`src/core/ibpe_pkg.sv`:
```
// Purpose: shared constants and types of the two-wire bus master engine
// Assumes: 100 MHz system clock; bus timing of the 100 kHz class
// Notes:   all timing counts derive from ns figures and the clock period
package ibpe_pkg;

   localparam int CLK_PERIOD_NS = 10;

   // bus timing in ns
   localparam int T_LOW_NS    = 4700;
   localparam int T_HIGH_NS   = 4000;
   localparam int T_SU_STA_NS = 4700;
   localparam int T_HD_STA_NS = 4000;
   localparam int T_SU_STO_NS = 4000;
   localparam int T_BUF_NS    = 4700;
   localparam int T_HD_DAT_NS = 300;

   localparam int CNT_W = 10;

   // least times, rounded up to whole cycles; compared against cnt, hence minus one (C_HD_DAT keeps the full count)
   localparam logic [CNT_W-1:0] C_LOW    = CNT_W'((T_LOW_NS + CLK_PERIOD_NS - 1) / CLK_PERIOD_NS - 1);
   localparam logic [CNT_W-1:0] C_HIGH   = CNT_W'((T_HIGH_NS + CLK_PERIOD_NS - 1) / CLK_PERIOD_NS - 1);
   localparam logic [CNT_W-1:0] C_SU_STA = CNT_W'((T_SU_STA_NS + CLK_PERIOD_NS - 1) / CLK_PERIOD_NS - 1);
   localparam logic [CNT_W-1:0] C_HD_STA = CNT_W'((T_HD_STA_NS + CLK_PERIOD_NS - 1) / CLK_PERIOD_NS - 1);
   localparam logic [CNT_W-1:0] C_SU_STO = CNT_W'((T_SU_STO_NS + CLK_PERIOD_NS - 1) / CLK_PERIOD_NS - 1);
   localparam logic [CNT_W-1:0] C_BUF    = CNT_W'((T_BUF_NS + CLK_PERIOD_NS - 1) / CLK_PERIOD_NS - 1);
   localparam logic [CNT_W-1:0] C_HD_DAT = CNT_W'((T_HD_DAT_NS + CLK_PERIOD_NS - 1) / CLK_PERIOD_NS);

   localparam logic [3:0] BIT_FIRST = 4'h0;
   localparam logic [3:0] BIT_LAST  = 4'h8;
   localparam logic [3:0] BIT_ACK   = 4'h8;
   localparam logic [3:0] HI_PER_BYTE = 4'h9;

   localparam int CMD_FIFO_DEPTH = 16;

   // own slave address, never called while mastering; value arbitrary
   localparam logic [6:0] OWN_SADDR = 7'h3C;

   typedef enum logic [1:0] {OP_START, OP_STOP, OP_WRITE, OP_READ} ibpe_op_t;

   typedef struct packed {
      ibpe_op_t   op;
      logic [7:0] data;    // write byte, or address byte after a start
      logic       ack_en;  // read: drive acknowledge after the byte
   } ibpe_cmd_t;

   typedef struct packed {
      logic [7:0] data;    // byte seen on the bus
      logic       nack;    // acknowledge bit sampled high
      logic       arb_lost;
      logic       err;     // command not legal in the present bus state
   } ibpe_res_t;

   localparam int CMD_W = $bits(ibpe_cmd_t);

endpackage

```
`src/core/ibpe_master.sv`:
```
// Purpose: bus master engine driving a two-wire bus from a queued command stream
// Assumes: scl/sda pins are open drain, resolved outside; lines are asynchronous
// Notes:   command fifo in front; one result per command, held until taken
// Overview of operation
// - lines only pulled low or released; pull-ups make the high level
// - start: sda falls while scl high; a fresh start only when bus idle, a repeated one while we own it
// - first byte after start: seven-bit address plus direction bit
// - addressed slave pulls sda low on the ninth clock
// - sda changes only while scl low, stable through scl high
// - bytes msb first, eight data clocks plus one acknowledge clock
// - transmitter releases sda in acknowledge slot; receiver holds it low
// - unacknowledged address: master may stop or restart
// - master receiver nack ends data; slave then releases sda
// - stop: sda rises while scl high, freeing the bus
// - stop allowed right after a slave acknowledge
// - repeated start allowed without stop, keeping the bus
// - read: roles swap at the acknowledge after the address byte
// - slave may hold scl low after a byte; master waits
// - slave may stretch any low period; master accepts it
`timescale 1ns/1ps
`default_nettype none

module ibpe_fifo #(
   parameter int WIDTH = 8,
   parameter int DEPTH = 16
) (
   input  wire logic             clk_i,
   input  wire logic             rst_i,
   input  wire logic             in_valid_i,
   output logic                  in_ready_o,
   input  wire logic [WIDTH-1:0] in_data_i,
   output logic                  out_valid_o,
   input  wire logic             out_ready_i,
   output logic [WIDTH-1:0]      out_data_o
);
   localparam int AW = $clog2(DEPTH);

   logic [WIDTH-1:0] mem_q [DEPTH];
   logic [AW:0]      wr_q;
   logic [AW:0]      rd_q;
   logic             full;
   logic             empty;

   assign full        = (wr_q[AW] != rd_q[AW]) && (wr_q[AW-1:0] == rd_q[AW-1:0]);
   assign empty       = (wr_q == rd_q);
   assign in_ready_o  = !full;
   assign out_valid_o = !empty;
   assign out_data_o  = mem_q[rd_q[AW-1:0]];

   always_ff @(posedge clk_i)
   begin
      if (in_valid_i && !full)
      begin
         mem_q[wr_q[AW-1:0]] <= in_data_i;
      end
   end

   always_ff @(posedge clk_i)
   begin
      if (rst_i)
      begin
         wr_q <= '0;
         rd_q <= '0;
      end
      else
      begin
         if (in_valid_i && !full)
            wr_q <= wr_q + 1'b1;
         if (out_ready_i && !empty)
            rd_q <= rd_q + 1'b1;
      end
   end
endmodule // ibpe_fifo

module ibpe_master
   import ibpe_pkg::*;
(
   input  wire logic clk_i,
   input  wire logic rst_i,
   input  wire logic cmd_valid_i,
   output logic      cmd_ready_o,
   input  wire ibpe_cmd_t cmd_i,
   output logic      res_valid_o,
   input  wire logic res_ready_i,
   output ibpe_res_t res_o,
   output logic      bus_busy_o,
   input  wire logic scl_i,
   output logic      scl_o,
   output logic      scl_oe_o,
   input  wire logic sda_i,
   output logic      sda_o,
   output logic      sda_oe_o
);
   typedef enum logic [3:0] {
      S_IDLE, S_ST_LOW, S_ST_WAIT, S_ST_SETUP, S_ST_HOLD,
      S_BLOW, S_BWAIT, S_BHIGH,
      S_SP_LOW, S_SP_WAIT, S_SP_SETUP, S_SP_FREE
   } ibpe_state_t;

   ibpe_state_t      st_q, st_d;
   logic [CNT_W-1:0] cnt_q;
   logic [1:0]       scl_sy_q, sda_sy_q;
   logic             sda_p_q;
   logic             scl_s, sda_s;
   logic             busy_q;
   logic             own_q, rd_phase_q, first_q;
   logic             sdo_q;           // 1 = release sda
   logic             scl_drv_q;
   logic [3:0]       bit_q;
   logic [8:0]       sh_q, rx_q;
   ibpe_cmd_t        cur_q;
   logic             res_vld_q;
   ibpe_res_t        res_q;
   logic             f_valid, pop;
   ibpe_cmd_t        f_cmd;
   logic             arb_hit, byte_done, bad_cmd, lines_free;
   logic [3:0]       hi_cnt_q;

   ibpe_fifo #(.WIDTH(CMD_W), .DEPTH(CMD_FIFO_DEPTH)) u_cmd_fifo (
      .clk_i       (clk_i),
      .rst_i       (rst_i),
      .in_valid_i  (cmd_valid_i),
      .in_ready_o  (cmd_ready_o),
      .in_data_i   (cmd_i),
      .out_valid_o (f_valid),
      .out_ready_i (pop),
      .out_data_o  (f_cmd)
   );

   // two-flop synchronisers, plus one more stage for edge finding
   always_ff @(posedge clk_i)
   begin
      if (rst_i)
      begin
         scl_sy_q <= 2'b11;
         sda_sy_q <= 2'b11;
         sda_p_q  <= 1'b1;
      end
      else
      begin
         scl_sy_q <= {scl_sy_q[0], scl_i};
         sda_sy_q <= {sda_sy_q[0], sda_i};
         sda_p_q  <= sda_sy_q[1];
      end
   end
   assign scl_s = scl_sy_q[1];
   assign sda_s = sda_sy_q[1];

   // busy tracking so a fresh start never cuts into a foreign transfer
   always_ff @(posedge clk_i)
   begin
      if (rst_i)
         busy_q <= 1'b0;
      else if (scl_s && sda_p_q && !sda_s)
         busy_q <= 1'b1;
      else if (scl_s && !sda_p_q && sda_s)
         busy_q <= 1'b0;
   end
   assign bus_busy_o = busy_q;

   assign lines_free = !busy_q && scl_s && sda_s;
   assign bad_cmd    = ((f_cmd.op == OP_WRITE) && (!own_q || rd_phase_q))
                     || ((f_cmd.op == OP_READ) && (!own_q || !rd_phase_q))
                     || ((f_cmd.op == OP_STOP) && !own_q)
                     || ((f_cmd.op == OP_WRITE) && first_q
                         && (f_cmd.data[7:1] == OWN_SADDR));
   // next command waits while a result is unread: scl stays held low meanwhile only while we own the bus
   assign pop = (st_q == S_IDLE) && f_valid && !res_vld_q
              && (f_cmd.op != OP_START || own_q || lines_free);

   // lost when we release sda in a write bit and the bus reads low
   assign arb_hit = (st_q == S_BHIGH) && sdo_q && !sda_s
                  && (cur_q.op == OP_WRITE) && (bit_q != BIT_ACK);
   assign byte_done = (st_q == S_BHIGH) && !arb_hit && (bit_q == BIT_LAST)
                    && (cnt_q == C_HIGH || !scl_s);

   always_comb
   begin
      st_d = st_q;
      unique case (st_q)
         S_IDLE:
            if (pop && !bad_cmd)
            begin
               unique case (f_cmd.op)
                  OP_START: st_d = own_q ? S_ST_LOW : S_ST_WAIT;
                  OP_STOP:  st_d = S_SP_LOW;
                  default:  st_d = S_BLOW;
               endcase
            end
         S_ST_LOW:   if (cnt_q == C_LOW) st_d = S_ST_WAIT;
         S_ST_WAIT:  if (scl_s && sda_s) st_d = S_ST_SETUP;
         S_ST_SETUP:
            if (!sda_s || !scl_s)
               st_d = S_IDLE;
            else if (cnt_q == C_SU_STA)
               st_d = S_ST_HOLD;
         S_ST_HOLD:  if (cnt_q == C_HD_STA) st_d = S_IDLE;
         S_BLOW:     if (cnt_q == C_LOW) st_d = S_BWAIT;
         S_BWAIT:    if (scl_s) st_d = S_BHIGH;
         S_BHIGH:
            if (arb_hit)
               st_d = S_IDLE;
            else if (cnt_q == C_HIGH || !scl_s)
               st_d = (bit_q == BIT_LAST) ? S_IDLE : S_BLOW;
         S_SP_LOW:   if (cnt_q == C_LOW) st_d = S_SP_WAIT;
         S_SP_WAIT:  if (scl_s) st_d = S_SP_SETUP;
         S_SP_SETUP: if (cnt_q == C_SU_STO) st_d = S_SP_FREE;
         S_SP_FREE:  if (cnt_q == C_BUF) st_d = S_IDLE;
      endcase
   end

   always_ff @(posedge clk_i)
   begin
      if (rst_i)
      begin
         st_q  <= S_IDLE;
         cnt_q <= '0;
      end
      else
      begin
         st_q  <= st_d;
         cnt_q <= (st_d != st_q) ? '0 : cnt_q + 1'b1;
      end
   end

   // scl pulled low only in our low phases or while we own the bus idle
   always_ff @(posedge clk_i)
   begin
      if (rst_i)
         scl_drv_q <= 1'b0;
      else
         scl_drv_q <= (st_q == S_BLOW) || (st_q == S_ST_LOW) || (st_q == S_SP_LOW)
                    || ((st_q == S_IDLE) && own_q);
   end

   // data bits move sda a hold time into a low phase; start and stop move it with scl high
   always_ff @(posedge clk_i)
   begin
      if (rst_i)
         sdo_q <= 1'b1;
      else if (arb_hit)
         sdo_q <= 1'b1;
      else if (st_q == S_BLOW && cnt_q == C_HD_DAT)
         sdo_q <= sh_q[4'(BIT_LAST - bit_q)];
      else if (st_q == S_ST_LOW && cnt_q == C_HD_DAT)
         sdo_q <= 1'b1;
      else if (st_q == S_ST_HOLD)
         sdo_q <= 1'b0;
      else if (st_q == S_SP_LOW && cnt_q == C_HD_DAT)
         sdo_q <= 1'b0;
      else if (st_q == S_SP_FREE)
         sdo_q <= 1'b1;
      else if (st_q == S_IDLE && !own_q)
         sdo_q <= 1'b1;
   end

   assign scl_o    = 1'b0;
   assign sda_o    = 1'b0;
   assign scl_oe_o = scl_drv_q;
   assign sda_oe_o = !sdo_q;

   // current command, shift pattern and bit position
   always_ff @(posedge clk_i)
   begin
      if (rst_i)
      begin
         cur_q <= '0;
         sh_q  <= '1;
         bit_q <= BIT_FIRST;
         rx_q  <= '0;
      end
      else
      begin
         if (pop)
         begin
            cur_q <= f_cmd;
            bit_q <= BIT_FIRST;
            // write: byte then released ack slot; read: released byte then our ack
            sh_q  <= (f_cmd.op == OP_READ) ? {8'hFF, !f_cmd.ack_en}
                                           : {f_cmd.data, 1'b1};
         end
         else if (st_q == S_BHIGH && st_d == S_BLOW)
            bit_q <= bit_q + 1'b1;
         if (st_q == S_BWAIT && st_d == S_BHIGH)
            rx_q <= {rx_q[7:0], sda_s};
      end
   end

   // bus ownership and direction
   always_ff @(posedge clk_i)
   begin
      if (rst_i)
      begin
         own_q      <= 1'b0;
         rd_phase_q <= 1'b0;
         first_q    <= 1'b0;
      end
      else if (arb_hit || (st_q == S_ST_SETUP && st_d == S_IDLE))
      begin
         own_q      <= 1'b0;
         rd_phase_q <= 1'b0;
         first_q    <= 1'b0;
      end
      else if (st_q == S_ST_HOLD && st_d == S_IDLE)
      begin
         own_q      <= 1'b1;
         rd_phase_q <= 1'b0;
         first_q    <= 1'b1;
      end
      else if (st_q == S_SP_FREE && st_d == S_IDLE)
      begin
         own_q   <= 1'b0;
         first_q <= 1'b0;
      end
      else if (byte_done)
      begin
         first_q <= 1'b0;
         // address with read bit acknowledged: we turn receiver
         if (first_q && cur_q.data[0] && !sda_s)
            rd_phase_q <= 1'b1;
      end
   end

   // one result per command; stays until taken
   always_ff @(posedge clk_i)
   begin
      if (rst_i)
      begin
         res_vld_q <= 1'b0;
         res_q     <= '0;
      end
      else if (res_vld_q)
      begin
         if (res_ready_i)
            res_vld_q <= 1'b0;
      end
      else if (pop && bad_cmd)
      begin
         res_vld_q <= 1'b1;
         res_q     <= '{data: 8'h00, nack: 1'b0, arb_lost: 1'b0, err: 1'b1};
      end
      else if (arb_hit || (st_q == S_ST_SETUP && st_d == S_IDLE))
      begin
         res_vld_q <= 1'b1;
         res_q     <= '{data: 8'h00, nack: 1'b0, arb_lost: 1'b1, err: 1'b0};
      end
      else if (byte_done)
      begin
         res_vld_q <= 1'b1;
         // nack reported, caller may then stop or restart
         // rx_q[0] holds the acknowledge bit, the byte sits above it
         res_q     <= '{data: rx_q[8:1], nack: sda_s, arb_lost: 1'b0, err: 1'b0};
      end
      else if ((st_q == S_ST_HOLD || st_q == S_SP_FREE) && st_d == S_IDLE)
      begin
         res_vld_q <= 1'b1;
         res_q     <= '0;
      end
   end
   assign res_valid_o = res_vld_q;
   assign res_o       = res_q;

   // helper: high phases seen in the current byte
   always_ff @(posedge clk_i)
   begin
      if (rst_i || st_q == S_IDLE)
         hi_cnt_q <= '0;
      else if (st_q == S_BWAIT && st_d == S_BHIGH)
         hi_cnt_q <= hi_cnt_q + 1'b1;
   end
endmodule // ibpe_master

`default_nettype wire

```
`config.mk`:
```
export PLATFORM = sky130hd
export DESIGN_NAME = ibpe_master
export DESIGN_NICKNAME = d
export VERILOG_FILES = /design/src/core/ibpe_pkg.sv /design/src/core/ibpe_master.sv
export SDC_FILE = /design/constraint.sdc
export NUM_CORES = 1
export LEC_CHECK = 0
export BUFFER_PORTS_ARGS = -buffer_cell sky130_fd_sc_hd__buf_2
export CORE_UTILIZATION = 50
export CTS_BUF_LIST = sky130_fd_sc_hd__clkbuf_4 sky130_fd_sc_hd__clkbuf_8 sky130_fd_sc_hd__clkbuf_16
export CTS_CLUSTER_DIAMETER = 100
export CTS_CLUSTER_SIZE = 30
export DETAILED_ROUTE_END_ITERATION = 8
export GPL_TIMING_DRIVEN = 0
export PLACE_DENSITY = 0.66
export SLEW_MARGIN = 20
export SYNTH_ARGS = -nofsm -noshare
export SYNTH_HDL_FRONTEND = slang
export SYNTH_HIERARCHICAL = 1
export SYNTH_SLANG_ARGS = --single-unit
```
`constraint.sdc`:
```
create_clock -name clk_i -period 8.65 [get_ports clk_i]
set_clock_uncertainty 0.1 [all_clocks]
set_input_delay 2.1625 -clock clk_i [delete_from_list [all_inputs] [get_ports clk_i]]
set_output_delay 2.1625 -clock clk_i [all_outputs]
set_load 0.02 [all_outputs]
```
==> metrics.log <==
[metrics] Fmax: 224 MHz
[metrics] Cell Count Post-Placement: 1016
[metrics] worst setup path class: reg -> reg
[metrics] xor/xnor cell area share of the yosys netlist: 0.0146
[metrics] gate count of the mapped netlist: 707
[metrics] area added between synthesis and finish: 8.25%
[metrics] Internal Pwr Total: 1.87 mW
[metrics] post-synthesis average cell area: 15.3 um^2
[metrics] Final Critical Period: 4.46 ns
[metrics] overall die height: between 100 and 150 um
[metrics] Peak VDD IR: 0.219 mV
[metrics] setup bufs post-CTS: 0
[metrics] buffer type at the clock tree root: clkbuf_16
[metrics] share of final-layout standard cells stronger than drive strength 1: 0.148
[metrics] total CTS buffers: 12
[metrics] status: completed
[metrics] Layout Cells excl Fill: 1034
[metrics] drt first pass iters: 5
[metrics] post-synthesis simple-gate area fraction: 0.105
[metrics] DRC violation count after routing: 0
[metrics] Period Utilization, post-route: 0.516
[metrics] Cell Pwr Density: 224 nW/um^2
[metrics] endpoint class of the critical path: register
[metrics] worst-skew pair later-pin latency: 0.50 ns
[metrics] CTS tree: done
[metrics] number of clock sinks: 252
[metrics] average detailed-routed wire length per instance: 22.4 um
[metrics] Boundary Pins: 35
[metrics] Post-DP HPWL: 15500 um
[metrics] total of flip-flops plus latches after synthesis: 252
[metrics] Gate power share: 0.239
[metrics] wire length of the first global-routing pass: 35300 um
[metrics] post-cts sizing count: 0
[metrics] Congestion Overflow GR: 0
[metrics] largest fanout of any net on the critical path: 10
[metrics] reported max-cap violation count: 0
[metrics] port bufs: 32
[metrics] Initial DRC Count: just over 400
[metrics] switching power as a share of total power: 0.288
[metrics] Die Span X: between 100 and 150 um
[metrics] setup violation total in the final timing report: 0
[metrics] DIE AREA: between 20000 and 25000 um^2
[metrics] diode insertion count for antenna repair: 0
[metrics] dominant combinational cell family by area after synthesis: multiplexers
[metrics] complex-gate fraction of the synthesized area: 0.0613
[metrics] Psw: 0.755 mW
[metrics] Via density: 6.05
[metrics] multiplexer area fraction after synthesis: 0.152
[metrics] Post-synth top cells: edfxtp_1, dfxtp_1, nor2_1
[metrics] Rows: 53
[metrics] leakage component of the power: just under 4 nW
[metrics] clock transition at the registers of the reported paths: between 0.1 and 0.15 ns
[metrics] proportion of power drawn by the clock network: 0.241
[metrics] CP required: 8.98 ns
[metrics] post-synthesis sequential area ratio: 0.628
[metrics] RSZ-0062 raised after global routing: false
[metrics] class of the tightest hold or removal check: reg -> reg
[metrics] area share of the largest cell type after synthesis: 0.488
[metrics] Layout Nets: 783
[metrics] buffer levels on the longest clock path: 3
[metrics] initial antenna violation count: 0
[metrics] number of hold violations in the final report: 0
[metrics] most instantiated flip-flop cell in the synthesis netlist: edfxtp_1
[metrics] arrival time worst endpoint: 4.79 ns
[metrics] number of buffers added to fix hold violations after cts: 0
[metrics] core area: 21200 um^2
[metrics] actual transition at the worst max-transition pin: 0.870 ns
[metrics] count leader, synth: edfxtp_1
[metrics] crit path buf inv count: 3
[metrics] Vias: 6260
[metrics] post-route antenna net violation count: 0
[metrics] Sequential Power Share: 0.520
[metrics] Setup TNS: 0 ns
[metrics] largest stage delay on the critical path: 0.64 ns
[metrics] relative max-transition margin: 0.420
[metrics] Initial Util: 0.512
[metrics] async set or reset register ratio after synthesis: 0
[metrics] cell type contributing the most total cell area after synthesis: edfxtp_1
[metrics] number of unique standard cell types used by synthesis: 75
[metrics] H-Tree Level Count: 1
[metrics] post-synthesis instance area: 10800 um^2
[metrics] top post-synthesis cells by area: edfxtp_1, dfxtp_1, mux4_1, mux4_2, nor2_1
[metrics] number of global-route vias before repair: ~6100
[metrics] GRT Total Usage: 0.214
[metrics] number of warning messages in the yosys log: 6
[metrics] pin count of the biggest net entering global routing: 31
[metrics] Largest delay share family, worst path: compound AO/OA/AOI/OAI gates
[metrics] final wirelength: 23200 um
[metrics] share of synthesized cell area in full adder, half adder and majority cells: 0.0116
[metrics] Critical Path, Cell by Cell: clkbuf_1 -> buf_1 -> mux4_1 -> mux4_2 -> and4b_1 -> a2111oi_4 -> a211oi_4 -> or3b_2 -> a211oi_2 -> o21ba_1 -> buf_6 -> a22o_1
[metrics] category of the worst setup path launch point: register
[metrics] EDFF count, synth: 176
[metrics] master of the slowest instance on the critical path: buf_1
[metrics] final weighted congestion in routability-driven placement: approximately 0.90
[metrics] fin. max-slew vios: 0
==> cells by family (layout without fill, tap and decap cells) <==
kind of cell             after synthesis  in the layout
adder cells (fa/ha/maj)               10             10
AND/OR/NAND/NOR                      203            203
buffers and inverters                 58            109
multiplexers                          77             77
XOR/XNOR                              18             18
flip-flops                           252            252
other                                  1              2
AO/OA/AOI/OAI                         88             88
==> flip-flops by register name, indices dropped and copies added (netlist names), 2 cells and up, named ones only <==
register	cells
u_cmd_fifo/mem_q	176
bit_q	4
u_cmd_fifo/rd_q	5
scl_sy_q	2
cur_q	3
sda_sy_q	2
res_o	11
sh_q	9
st_q	4
u_cmd_fifo/wr_q	5
cnt_q	10
rx_q	9
==> cells in the final DEF (no fill, tap or decap), drive strengths merged, types with 8 or more instances in the layout <==
| cell | instances |
|---|---|
| nor2 | 46 |
| buf | 55 |
| xnor2 | 12 |
| a21oi | 19 |
| dfxtp | 76 |
| mux4 | 57 |
| nor3 | 20 |
| o21ai | 20 |
| a22o | 9 |
| or3 | 11 |
| nand2 | 21 |
| nand2b | 13 |
| ha | 10 |
| edfxtp | 176 |
| nand3 | 13 |
| nand4 | 9 |
| or2 | 8 |
| inv | 18 |
| mux2i | 13 |
| and3 | 21 |
| clkbuf | 32 |
==> path summary, 6_finish.rpt <==
| path | start | endpoint | slack [ns] | depth (start not counted) |
|---|---|---|---|---|
| hold / removal | scl_sy_q[0]$_SDFF_PP1_ | scl_sy_q[1]$_SDFF_PP1_ | 0.33 | 1 |
| setup / recovery | register | res_o[9]$_SDFFE_PP0P_ | 4.19 | 12 |
| setup reg to reg | register | res_o[9]$_SDFFE_PP0P_ | 4.19 | 12 |
| hold reg to reg | scl_sy_q[0]$_SDFF_PP1_ | scl_sy_q[1]$_SDFF_PP1_ | 0.33 | 1 |
==> power groups by stage <==
stage	logic [mW]	clock network [mW]	registers, mW
6_report	0.627	0.633	1.36
5_1_grt	0.687	0.690	1.37
4_1_cts	0.626	0.650	1.36
3_5_place_dp	0.623	0	1.39
3_3_place_gp	0.615	0	1.39
2_1_floorplan	0.460	0	1.39
==> through the flow <==
step                      cell area, um^2  power [mW]  utilization  setup WS [ns]  hold slack, ns
final                               11700        2.62        0.554           4.19           0.326
after global routing                11700        2.75        0.554           3.89           0.341
after CTS                           11700        2.64        0.553           4.12           0.326
after detailed placement            11400        2.01        0.537           4.18           0.298
after global placement              11300        2.00        0.536           4.15           0.299
after floorplan                     10800        1.85            -           5.11           0.289
==> cell type report <==
type,instances,area (um^2)
clock inverters,4,42.5
flip-flops and latches,252,6810
multi-input cells,398,3740
inverters,18,67.6
well taps,275,344
clock buffers,13,308
fillers,1704,9430
repair buffers,34,186
plain buffers,40,224
==> layer usage <==
layer | share of wire | global-route usage
met3 | 0.042 | 0.0284
met2 | 0.52 | 0.385
met4 | 0.023 | 0.0582
met5 | 0 | 0
met1 | 0.41 | 0.271
(Power assumes the default switching activity.)
